## src/pkg/irq_bank_pkg.sv

```systemverilog
// Constants and carrier types for the peripheral interrupt enable and flag bank
`default_nettype none
package irq_bank_pkg;
  localparam int ADDR_W = 13;
  localparam int DATA_W = 32;
  localparam int EXT_PIN_COUNT = 8;
  localparam int SEL_W = 3;
  localparam int PORT_FLAG_W = 8;
  // Register indices; byte address is four times the index
  localparam logic [10:0] IDX_CONTROL = 11'h00B;
  localparam logic [10:0] IDX_FLAGS0 = 11'h70C;
  localparam logic [10:0] IDX_FLAGS1 = 11'h70D;
  localparam logic [10:0] IDX_FLAGS2 = 11'h70E;
  localparam logic [10:0] IDX_ENABLE0 = 11'h716;
  localparam logic [10:0] IDX_ENABLE1 = 11'h717;
  localparam logic [10:0] IDX_ENABLE2 = 11'h718;
  localparam logic [10:0] IDX_PIN_SELECT = 11'h719;
  // Control register fields
  localparam int CTRL_GLOBAL_BIT = 7;
  localparam int CTRL_PERIPH_BIT = 6;
  localparam int CTRL_EDGE_BIT = 0;
  localparam logic [7:0] CONTROL_MASK = 8'hC1;
  localparam logic [7:0] CONTROL_RESET = 8'h01;
  // Group 0 fields, shared by flags and enables
  localparam int G0_TIMER0_BIT = 5;
  localparam int G0_PIN_CHANGE_BIT = 4;
  localparam int G0_EXT_BIT = 0;
  localparam logic [7:0] ENABLE0_MASK = 8'h31;
  localparam logic [7:0] FLAGS0_STORE_MASK = 8'h21;
  // Group 1 fields
  localparam int G1_CAPCMP1_BIT = 7;
  localparam int G1_SERIAL_RX_BIT = 4;
  localparam int G1_SERIAL_TX_BIT = 3;
  localparam int G1_BUS_COLLISION_BIT = 2;
  localparam int G1_ADC_BIT = 0;
  localparam logic [7:0] FLAGS1_STORE_MASK = 8'hE7;
  // Group 2 fields, reset values and bus response codes
  localparam logic [7:0] GROUP2_MASK = 8'hE0;
  localparam logic [7:0] REG_RESET = 8'h00;
  localparam logic [SEL_W-1:0] SELECT_RESET = 3'h0;
  localparam logic [1:0] RESP_OKAY = 2'h0;
  localparam logic [1:0] RESP_SLVERR = 2'h2;

  typedef struct packed {
    logic timer0_overflow;
    logic capcmp1_event;
    logic timer2_event;
    logic timer1_event;
    logic bus_collision_event;
    logic sync_serial_event;
    logic adc_event;
    logic capcmp2_event;
    logic memop_done_event;
    logic timer1_gate_event;
    logic serial_rx_not_empty;
    logic serial_tx_empty;
    logic [PORT_FLAG_W-1:0] port_a_change_flags;
    logic [PORT_FLAG_W-1:0] port_c_change_flags;
  } periph_events_type;

  typedef struct packed {
    logic [ADDR_W-1:0] awaddr;
    logic awvalid;
    logic [DATA_W-1:0] wdata;
    logic [3:0] wstrb;
    logic wvalid;
    logic bready;
    logic [ADDR_W-1:0] araddr;
    logic arvalid;
    logic rready;
  } axi_req_type;

  typedef struct packed {
    logic awready;
    logic wready;
    logic bvalid;
    logic [1:0] bresp;
    logic arready;
    logic rvalid;
    logic [DATA_W-1:0] rdata;
    logic [1:0] rresp;
  } axi_rsp_type;
endpackage
`default_nettype wire

```

## src/logic/peripheral_irq_enable_flag_bank.sv

```systemverilog
// Peripheral interrupt enable and request-flag bank with AXI4-Lite register access
//
// Functional notes
// - External pin enable gates external pin request
// - External input chosen by pin select register
// - Groups one and two need peripheral enable
// - Group zero sources bypass peripheral enable
// - Group one enables: read/write, reset zero
// - Group two enables bits 7..5; rest zero
// - Group zero flags at bits 5, 4, 0
// - Timer0 flag sticky until software writes zero
// - Pin change flag is OR of ports
// - External flag set on edge, sticky
// - Flags set regardless of any enable
// - Group one flag layout, reset zero
// - Capture/compare 1 flag set by its event
// - Hardware-set flags cleared by software write
// - Receive flag mirrors receive buffer not empty
// - Transmit flag mirrors transmit buffer empty
// - Global enable cleared blocks every request
// - Edge polarity picks rising or falling edge
//
// Chosen here: the AXI4-Lite slave port.
`default_nettype none
module peripheral_irq_enable_flag_bank
  import irq_bank_pkg::*;
(
  input wire logic sys_clk,
  input wire logic rst_n,
  input wire axi_req_type axi_req,
  output var axi_rsp_type axi_rsp,
  input wire periph_events_type periph_events,
  input wire logic [EXT_PIN_COUNT-1:0] ext_pins,
  output var logic irq_request
);

  // Pin synchroniser, edge detector and request register
  logic [EXT_PIN_COUNT-1:0] pin_meta_q, pin_meta_d;
  logic [EXT_PIN_COUNT-1:0] pin_sync_q, pin_sync_d;
  logic sel_prev_q, sel_prev_d;
  logic irq_q, irq_d;
  logic sel_now;
  logic ext_edge;

  // Register file
  logic [7:0] ctrl_q, ctrl_d;
  logic [7:0] en0_q, en0_d;
  logic [7:0] en1_q, en1_d;
  logic [7:0] en2_q, en2_d;
  logic [SEL_W-1:0] sel_q, sel_d;
  logic [7:0] f0_q, f0_d;
  logic [7:0] f1_q, f1_d;
  logic [7:0] f2_q, f2_d;
  logic [7:0] f0_view, f1_view;
  logic pin_change;

  // Bus state
  axi_rsp_type rsp_q, rsp_d;
  logic aw_hold_q, aw_hold_d;
  logic w_hold_q, w_hold_d;
  logic [ADDR_W-1:0] aw_addr_q, aw_addr_d;
  logic [7:0] w_byte_q, w_byte_d;
  logic w_lane_q, w_lane_d;
  logic do_write, wr_ok, wen;
  logic [10:0] wr_idx, rd_idx;
  logic [7:0] wr_byte, rd_byte;
  logic rd_ok;
  logic [7:0] ev0, ev1, ev2;

  function automatic logic idx_mapped(input logic [10:0] idx);
    return idx inside {IDX_CONTROL, IDX_FLAGS0, IDX_FLAGS1, IDX_FLAGS2,
                       IDX_ENABLE0, IDX_ENABLE1, IDX_ENABLE2, IDX_PIN_SELECT};
  endfunction

  // Live read views of the group zero and group one flag registers
  always_comb begin
    pin_change = |{periph_events.port_a_change_flags, periph_events.port_c_change_flags};
    f0_view = f0_q;
    f0_view[G0_PIN_CHANGE_BIT] = pin_change;
    f1_view = f1_q;
    f1_view[G1_SERIAL_RX_BIT] = periph_events.serial_rx_not_empty;
    f1_view[G1_SERIAL_TX_BIT] = periph_events.serial_tx_empty;
  end

  // Edge detection on the selected pin and request qualification
  always_comb begin
    pin_meta_d = ext_pins;
    pin_sync_d = pin_meta_q;
    sel_now = pin_sync_q[sel_q];
    sel_prev_d = sel_now;
    if (ctrl_q[CTRL_EDGE_BIT]) begin
      ext_edge = sel_now && !sel_prev_q;
    end else begin
      ext_edge = !sel_now && sel_prev_q;
    end
    irq_d = ctrl_q[CTRL_GLOBAL_BIT] &&
            ((|(f0_view & en0_q)) ||
             (ctrl_q[CTRL_PERIPH_BIT] && ((|(f1_view & en1_q)) || (|(f2_q & en2_q)))));
  end

  always_ff @(posedge sys_clk or negedge rst_n) begin
    if (!rst_n) begin
      pin_meta_q <= '0;
      pin_sync_q <= '0;
      sel_prev_q <= 1'b0;
      irq_q <= 1'b0;
    end else begin
      pin_meta_q <= pin_meta_d;
      pin_sync_q <= pin_sync_d;
      sel_prev_q <= sel_prev_d;
      irq_q <= irq_d;
    end
  end

  // Bus slave and register updates
  always_comb begin
    rsp_d = rsp_q;
    aw_hold_d = aw_hold_q;
    w_hold_d = w_hold_q;
    aw_addr_d = aw_addr_q;
    w_byte_d = w_byte_q;
    w_lane_d = w_lane_q;
    ctrl_d = ctrl_q;
    en0_d = en0_q;
    en1_d = en1_q;
    en2_d = en2_q;
    sel_d = sel_q;
    do_write = aw_hold_q && w_hold_q && !rsp_q.bvalid;
    wr_idx = aw_addr_q[ADDR_W-1:2];
    wr_ok = (aw_addr_q[1:0] == 2'h0) && idx_mapped(wr_idx);
    wen = do_write && wr_ok && w_lane_q;
    wr_byte = w_byte_q;
    if (axi_req.awvalid && rsp_q.awready) begin
      aw_hold_d = 1'b1;
      aw_addr_d = axi_req.awaddr;
    end
    if (axi_req.wvalid && rsp_q.wready) begin
      w_hold_d = 1'b1;
      w_byte_d = axi_req.wdata[7:0];
      w_lane_d = axi_req.wstrb[0];
    end
    if (do_write) begin
      aw_hold_d = 1'b0;
      w_hold_d = 1'b0;
      rsp_d.bvalid = 1'b1;
      rsp_d.bresp = wr_ok ? RESP_OKAY : RESP_SLVERR;
    end else if (rsp_q.bvalid && axi_req.bready) begin
      rsp_d.bvalid = 1'b0;
    end
    rsp_d.awready = !aw_hold_d && !rsp_d.bvalid;
    rsp_d.wready = !w_hold_d && !rsp_d.bvalid;
    if (wen) begin
      case (wr_idx)
        IDX_CONTROL: ctrl_d = wr_byte & CONTROL_MASK;
        IDX_ENABLE0: en0_d = wr_byte & ENABLE0_MASK;
        IDX_ENABLE1: en1_d = wr_byte;
        IDX_ENABLE2: en2_d = wr_byte & GROUP2_MASK;
        IDX_PIN_SELECT: sel_d = wr_byte[SEL_W-1:0];
        default: ;
      endcase
    end
    // Hardware set wins over a simultaneous software write
    ev0 = 8'h00;
    ev0[G0_TIMER0_BIT] = periph_events.timer0_overflow;
    ev0[G0_EXT_BIT] = ext_edge;
    ev1 = {periph_events.capcmp1_event, periph_events.timer2_event,
           periph_events.timer1_event, 2'b00, periph_events.bus_collision_event,
           periph_events.sync_serial_event, periph_events.adc_event};
    ev2 = {periph_events.capcmp2_event, periph_events.memop_done_event,
           periph_events.timer1_gate_event, 5'b00000};
    f0_d = (ev0 | ((wen && wr_idx == IDX_FLAGS0) ? wr_byte : f0_q)) & FLAGS0_STORE_MASK;
    f1_d = (ev1 | ((wen && wr_idx == IDX_FLAGS1) ? wr_byte : f1_q)) & FLAGS1_STORE_MASK;
    f2_d = (ev2 | ((wen && wr_idx == IDX_FLAGS2) ? wr_byte : f2_q)) & GROUP2_MASK;
    rd_idx = axi_req.araddr[ADDR_W-1:2];
    rd_ok = (axi_req.araddr[1:0] == 2'h0) && idx_mapped(rd_idx);
    case (rd_idx)
      IDX_CONTROL: rd_byte = ctrl_q;
      IDX_FLAGS0: rd_byte = f0_view;
      IDX_FLAGS1: rd_byte = f1_view;
      IDX_FLAGS2: rd_byte = f2_q;
      IDX_ENABLE0: rd_byte = en0_q;
      IDX_ENABLE1: rd_byte = en1_q;
      IDX_ENABLE2: rd_byte = en2_q;
      IDX_PIN_SELECT: rd_byte = {5'b00000, sel_q};
      default: rd_byte = 8'h00;
    endcase
    if (axi_req.arvalid && rsp_q.arready) begin
      rsp_d.arready = 1'b0;
      rsp_d.rvalid = 1'b1;
      rsp_d.rdata = {24'h000000, rd_ok ? rd_byte : 8'h00};
      rsp_d.rresp = rd_ok ? RESP_OKAY : RESP_SLVERR;
    end else if (rsp_q.rvalid && axi_req.rready) begin
      rsp_d.rvalid = 1'b0;
      rsp_d.arready = 1'b1;
    end
  end

  always_ff @(posedge sys_clk or negedge rst_n) begin
    if (!rst_n) begin
      rsp_q <= '{awready: 1'b1, wready: 1'b1, bvalid: 1'b0, bresp: RESP_OKAY,
                 arready: 1'b1, rvalid: 1'b0, rdata: 32'h00000000, rresp: RESP_OKAY};
      aw_hold_q <= 1'b0;
      w_hold_q <= 1'b0;
      aw_addr_q <= '0;
      w_byte_q <= 8'h00;
      w_lane_q <= 1'b0;
      ctrl_q <= CONTROL_RESET;
      en0_q <= REG_RESET;
      en1_q <= REG_RESET;
      en2_q <= REG_RESET;
      sel_q <= SELECT_RESET;
      f0_q <= REG_RESET;
      f1_q <= REG_RESET;
      f2_q <= REG_RESET;
    end else begin
      rsp_q <= rsp_d;
      aw_hold_q <= aw_hold_d;
      w_hold_q <= w_hold_d;
      aw_addr_q <= aw_addr_d;
      w_byte_q <= w_byte_d;
      w_lane_q <= w_lane_d;
      ctrl_q <= ctrl_d;
      en0_q <= en0_d;
      en1_q <= en1_d;
      en2_q <= en2_d;
      sel_q <= sel_d;
      f0_q <= f0_d;
      f1_q <= f1_d;
      f2_q <= f2_d;
    end
  end

  assign axi_rsp = rsp_q;
  assign irq_request = irq_q;
endmodule // peripheral_irq_enable_flag_bank
`default_nettype wire

```

## config.mk

```make
export PLATFORM = sky130hd
export DESIGN_NAME = peripheral_irq_enable_flag_bank
export DESIGN_NICKNAME = d
export VERILOG_FILES = /design/src/pkg/irq_bank_pkg.sv /design/src/logic/peripheral_irq_enable_flag_bank.sv
export SDC_FILE = /design/constraint.sdc
export NUM_CORES = 1
export LEC_CHECK = 0
export ABC_AREA = 1
export BUFFER_PORTS_ARGS = -buffer_cell sky130_fd_sc_hd__buf_4
export CAP_MARGIN = 30
export CORE_MARGIN = 3
export CORE_UTILIZATION = 45
export DETAILED_ROUTE_END_ITERATION = 8
export GPL_TIMING_DRIVEN = 0
export PLACE_DENSITY = 0.81
export SYNTH_ARGS = -nofsm -noshare
export SYNTH_HDL_FRONTEND = slang
export SYNTH_SLANG_ARGS = --single-unit
```

## constraint.sdc

```tcl
create_clock -name sys_clk -period 2.7 [get_ports sys_clk]
set_clock_uncertainty 0.2 [all_clocks]
set_input_delay 0.405 -clock sys_clk [delete_from_list [all_inputs] [get_ports sys_clk]]
set_output_delay 0.405 -clock sys_clk [all_outputs]
set_load 0.01 [all_outputs]
```

==> results of run 1 <==
==> cell families after synthesis <==
family,after synthesis
and+or+nand+nor,281
other,1
DFF,88
AOI/OAI and AO/OA,68
buffers and inverters,93
==> tightest hold or removal path: cells and delay by family <==
kind,cells,cell delay [ns]
AND/OR/NAND/NOR,2,0.08
buffers and inverters,1,0.07
==> flip-flops by register name, indices dropped and copies added (netlist names) <==
signal	count
axi_rsp	15
aw_addr_q	13
en1_q	8
pin_meta_q	8
pin_sync_q	8
w_byte_q	8
f1_q	6
ctrl_q	3
en0_q	3
en2_q	3
f2_q	3
sel_q	3
f0_q	2
aw_hold_q	1
irq_request	1
sel_prev_q	1
w_hold_q	1
w_lane_q	1
==> placed cells by master (no fill, tap or decap), types with 4 or more instances in the layout <==
cell	count
dlygate4sd3_1	9
nand3_1	37
o21ai_1	8
dfstp_2	4
nor2_1	43
nor2_8	5
o21ai_0	43
nand2_1	161
clkbuf_8	9
nor3_1	4
dfrtp_1	84
nand2_2	5
a31oi_1	4
a21oi_1	5
buf_4	119
nand4_1	9
inv_1	56
conb_1	26
==> power by group <==
part	leakage (nW)	switching [mW]	internal [mW]
logic	1.82	0.451	0.306
clock network	0.0981	0.539	0.364
registers	1.07	0.239	1.55
total	2.99	1.23	2.22
==> path summary, 6_finish.rpt <==
| check | slack, ns | endpoint | cells past startpoint |
|---|---|---|---|
| worst min-delay path | 0.02 | aw_addr_q[0] | 3 |
| min in group asynchronous | 0.33 | pin_meta_q[1] | 2 |
| worst max-delay path | 0.63 | sel_q[1] | 12 |
| max in group asynchronous | 1.30 | axi_rsp[40] | 3 |
| worst min register to register | 0.16 | pin_sync_q[6] | 0 |
| worst max register to register | 0.63 | sel_q[1] | 12 |
==> layer usage <==
layer,global-route usage [%],vias to the layer above,share of wire [%]
met1,25.3,1800,43
met4,6.37,0,1.7
li1,-,1916,-
met2,32.1,178,46
met5,0,-,0
met3,5.19,19,8.9
==> layout make-up <==
cell class | instances | area, sq um | share of cell area [%]
flip-flops and latches | 88 | 2210 | 39.1
multi-input cells | 375 | 1790 | 31.7
repair buffers | 103 | 816 | 14.5
plain buffers | 33 | 248 | 4.39
inverters | 60 | 225 | 3.99
well taps | 129 | 161 | 2.86
clock buffers | 9 | 124 | 2.19
clock inverters | 7 | 75.1 | 1.33
==> per-stage QoR <==
step / instances / instance area, sq um / worst slack [ns] / hold WS (ns)
floorplan: 556 / 4470 / 0.887 / -0.0906
global placement: 778 / 5330 / 0.532 / 0.135
detailed placement: 779 / 5360 / 0.517 / 0.139
CTS: 804 / 5640 / 0.607 / 0.00942
global route: 804 / 5640 / 0.420 / 0.0224
finish: 804 / 5640 / 0.625 / 0.0228
==> flow_summary.json, run 1 <==
{
  "outcome": "completed",
  "numCtsBuffers": 9,
  "die-width_um": 105,
  "start_util_pct": 46.9,
  "cts_setup_buffers": 0,
  "min_path_type": "in -> reg",
  "dp_hpwl_mm": 7.96,
  "synth_xor_area_share_pct": 0,
  "crit_path_start": "aw_addr_q[9]",
  "synth_fa_ha_area_share_pct": 0,
  "syn_area_sq_mm": 0.00437,
  "crit_chain": "nor2_1, nand2_1, nor2_2, nand2_1, nand2_1, nor2_1, nand2_4, nand3_4, buf_12, nor2_8, nand2_2, o21ai_2",
  "cap_violations": 0,
  "clk_latency_ns": 0.37,
  "grt_pass1_wl_mm": 17.5,
  "power.total_mw": 3.45,
  "wl_per_cell_um": 12.9,
  "cts_max_path_buffers": 2,
  "slowest_delay_ns": 0.40,
  "synth_top_area_cell": "dfrtp_1",
  "dr.pass1.iters": 5,
  "drive_above_1_share_pct": 26.1,
  "die_h_um": 105,
  "track_usage_pct": 19.5,
  "cts_tree": "built",
  "clkSinkCount": 88,
  "synthDistinctLibCells": 35,
  "n_fill_cell": 793,
  "grt_max_degree": 52,
  "yosysWarningCount": 0,
  "core_sq_mm": 0.00933,
  "max_slew_margin_pct": 51.0,
  "ys_ff_latch": 88,
  "fin_crit_ns": 2.07,
  "post-route-drc-count": 0,
  "avgSynthCellArea_sq_um": 8.24,
  "ctsResizeCount": 0,
  "drt_iter0_markers": 213,
  "tightest_slew_ns": 0.729,
  "overflow": 0,
  "yosys.area_share.simple_pct": 30.2,
  "dieArea_sq_mm": 0.0109,
  "cts_max_level": 3,
  "gp_congestion": 0.829,
  "grt_pass1_vias": 3783,
  "slowest_stage": "dfrtp_1",
  "finalSetupViolCount": 0,
  "arrival_ns": 2.17,
  "hold_viol": 0,
  "path_class": "reg -> reg",
  "synth_top_family_by_area": "simple AND/OR/NAND/NOR gates",
  "vias_per_cell": 4.87,
  "synth-compound-area-share_pct": 8.41,
  "seq_area_frac_synth_pct": 50.5,
  "synthMuxAreaShare_pct": 0,
  "synthDominantCellAreaShare_pct": 48.1,
  "nNetsFinal": 775,
  "worstPathBufferInverterCount": 1,
  "cpLargestDelayFamily": "simple AND/OR/NAND/NOR gates",
  "port_buffers": 93,
  "fin_tns_setup_ns": 0,
  "ant_nets": 0,
  "leakage_nw": 2.99,
  "antenna-diode-count": 0,
  "syn_inst": 531,
  "root_buffer": "clkbuf_8",
  "clock.fmax_mhz": 482,
  "clkTransAtPathRegs_ns": 0.10,
  "dr_total_vias": 3913,
  "async_reset_ff_share_pct": 100,
  "totalWireLength_mm": 10.4,
  "synth_edf_count": 0,
  "worstHoldStart": "axi_req[54]",
  "timing.final.crit_share_pct": 76.9,
  "area_delta_synth_final_pct": 29.0,
  "peakVddDrop_v": 0.000490,
  "rsz0062_at_grt": "false",
  "cp.required_ns": 2.79,
  "rows": 35,
  "path_max_fanout": 10,
  "crit_top_cell": "nand2_1",
  "power_density_mw_per_mm2": 612,
  "ioPinCount": 147,
  "final_core_util_pct": 60.5,
  "setup.worst_path.start_class": "flop",
  "synth_flop_cell": "dfrtp_1",
  "maxSlewViolCount": 0,
  "holdBufCountCts": 9,
  "reg2reg_from": "aw_addr_q[9]",
  "synth_common_cells": "nand2_1 (161), dfrtp_1 (84), inv_1 (56)",
  "synth.area.top_cells": "dfrtp_1 (48%), nand2_1 (14%), o21ai_0 (4.9%), inv_1 (4.8%), buf_4 (4.5%)",
  "setup.worst_path.end_class": "flop",
  "yosysMostFrequentCell": "nand2_1",
  "antenna_found_initial": 0
}
No activity file was read; power rests on OpenSTA's default activity.
==> run 2: changes to the inputs <==
Clock period 2.7 ns to 2 ns, I/O delays scaled along.
==> flow_summary.json, run 2 (synthesis gave the netlist of run 1 again) <==
{
  "dp_hpwl_mm": 7.96,
  "arrival_ns": 2.15,
  "ant_nets": 0,
  "hold_path_end": "axi_rsp[1]",
  "comb_power_share_pct": 23.9,
  "die_h_um": 105,
  "wl_per_cell_um": 13.2,
  "cts_tree": "built",
  "intPower_mw": 3.07,
  "final_core_util_pct": 66.4,
  "drt_iter0_markers": 225,
  "ff2ff_setup_slack_ns": -0.06,
  "whs_ns": 0.0281,
  "port_buffers": 93,
  "post-place-cells": 779,
  "cts_max_level": 3,
  "post-route-drc-count": 0,
  "reg2reg_from": "aw_addr_q[8]",
  "fin_crit_ns": 2.06,
  "n_fill_cell": 718,
  "final_cell_mix": "nand2_1 (147), buf_4 (127), dfrtp_1 (83), inv_1 (56), dlygate4sd3_1 (43)",
  "netSwitchingPower_mw": 1.76,
  "totalWireLength_mm": 11.2,
  "final_common_cell": "nand2_1",
  "maxSlewViolCount": 0,
  "grt_pass1_vias": 4039,
  "start_util_pct": 46.9,
  "overflow": 0,
  "dieArea_sq_mm": 0.0109,
  "worstHoldStart": "axi_req[1]",
  "min_path_type": "in -> reg",
  "clock.fmax_mhz": 487,
  "clkSinkCount": 88,
  "nNetsFinal": 818,
  "track_usage_pct": 20.8,
  "grt_pass1_wl_mm": 18.7,
  "timing.final.crit_share_pct": 103,
  "drive_above_1_share_pct": 29.9,
  "finalSetupViolCount": 8,
  "cts_max_path_buffers": 2,
  "dr.pass1.iters": 5,
  "vias_per_cell": 4.85,
  "path_max_fanout": 6,
  "setup.worst_path.start_class": "flop",
  "power.total_mw": 4.83,
  "rsz0062_at_grt": "true",
  "dp_slack_ns": -0.0785,
  "gp_congestion": 0.829,
  "hold_viol": 0,
  "hold_depth": 3,
  "slowest_delay_ns": 0.40,
  "antenna_found_initial": 0,
  "numCtsBuffers": 9,
  "switching_share_pct": 36.4,
  "cp.required_ns": 2.09,
  "p_clk_share_pct": 25.3,
  "timing.final.ws_setup_ns": -0.0554,
  "die-width_um": 105,
  "cap_violations": 0,
  "ioPinCount": 147,
  "core_sq_mm": 0.00933,
  "root_buffer": "clkbuf_8",
  "outcome": "complete, but fails checks",
  "antenna-diode-count": 0,
  "clk_latency_ns": 0.37,
  "final_cell_count_no_fill": 847,
  "pwr-share-seq_pct": 50.8,
  "rows": 35,
  "peakVddDrop_v": 0.000615,
  "grt_max_degree": 52,
  "crit_top_cell": "nand2_2",
  "dr_total_vias": 4107,
  "area_delta_synth_final_pct": 41.6,
  "leakage_nw": 3.23,
  "clkTransAtPathRegs_ns": 0.10,
  "slowest_stage": "dfrtp_1",
  "crit_chain": "nor2_2, nand2_2, nor2_4, nand2_2, nand2_2, nor2_2, nand2_4, nand3_4, buf_12, nor2_8, nand2_2, o21ai_2",
  "power_density_mw_per_mm2": 780,
  "setup.worst_path.end_class": "flop",
  "rr_worst_depth": 12,
  "largest_reg_flops": 15,
  "r2r-end": "sel_q[1]",
  "path_class": "reg -> reg",
  "violations": "negative setup slack"
}
==> run 2: cell types whose count changed in the layout (fill, tap and decap cells not counted), sizes merged <==
cell         change
buf              +8
clkbuf           +1
dlygate4sd3     +34
==> run 2: worst max-delay path, delay by kind of cell (launching register included) <==
kind | cells | cell delay [ns]
simple gates | 10 | 1.12
flops | 1 | 0.40
buf+inv | 1 | 0.19
compound gates | 1 | 0.07
==> run 2: worst max-delay path by stage <==
stage,startpoint,to
floorplan,aw_addr_q[9],en0_q[4]
global placement,axi_req[11],axi_rsp[4]
detailed placement,axi_req[11],axi_rsp[4]
CTS,aw_addr_q[9],sel_q[1]
global route,aw_addr_q[12],sel_q[1]
finish,aw_addr_q[8],sel_q[1]
==> run 2: repair_timing <==
item,CTS,global route
buffers inserted,2,5
gates cloned,0,2
hold buffers,43,0
pin swaps,1,10
endpoints found under the hold margin,78,0
setup endpoints to repair,30,32
resized for setup,5,34
==> run 2: power by group through the flow <==
stage                     clock network, mW  registers, mW  logic, mW
final                                  1.22           2.45       1.16
after global routing                   1.33           2.49       1.31
after CTS                              1.25           2.42       1.10
after detailed placement                  0           2.44       1.00
after global placement                    0           2.42      0.950
after floorplan                           0           2.37      0.610
==> run 2: through the flow <==
step                instance area, sq um  TNS [ns]
global placement                    5330    -0.226
global route                        6190     -5.42
finish                              6190    -0.157
detailed placement                  5360    -0.615
floorplan                           4470         0
CTS                                 6020   -0.0510
==> run 2: cell type report <==
cell class	count	area [sq um]	share of cell area (%)
sequential	88	2210	35.7
multi-input combinational	375	1910	30.8
timing repair buffer	146	1240	20.0
buffer	33	248	4.00
inverter	60	225	3.64
tap	129	161	2.61
clock buffer	9	124	2.00
clock inverter	7	75.1	1.21
==> run 2: routing by layer <==
metal | part of all wire [%] | GRT usage [%]
met5 | 0 | 0
met4 | 1.7 | 6.84
met3 | 8.0 | 4.88
met2 | 48 | 35.2
met1 | 42 | 26.3
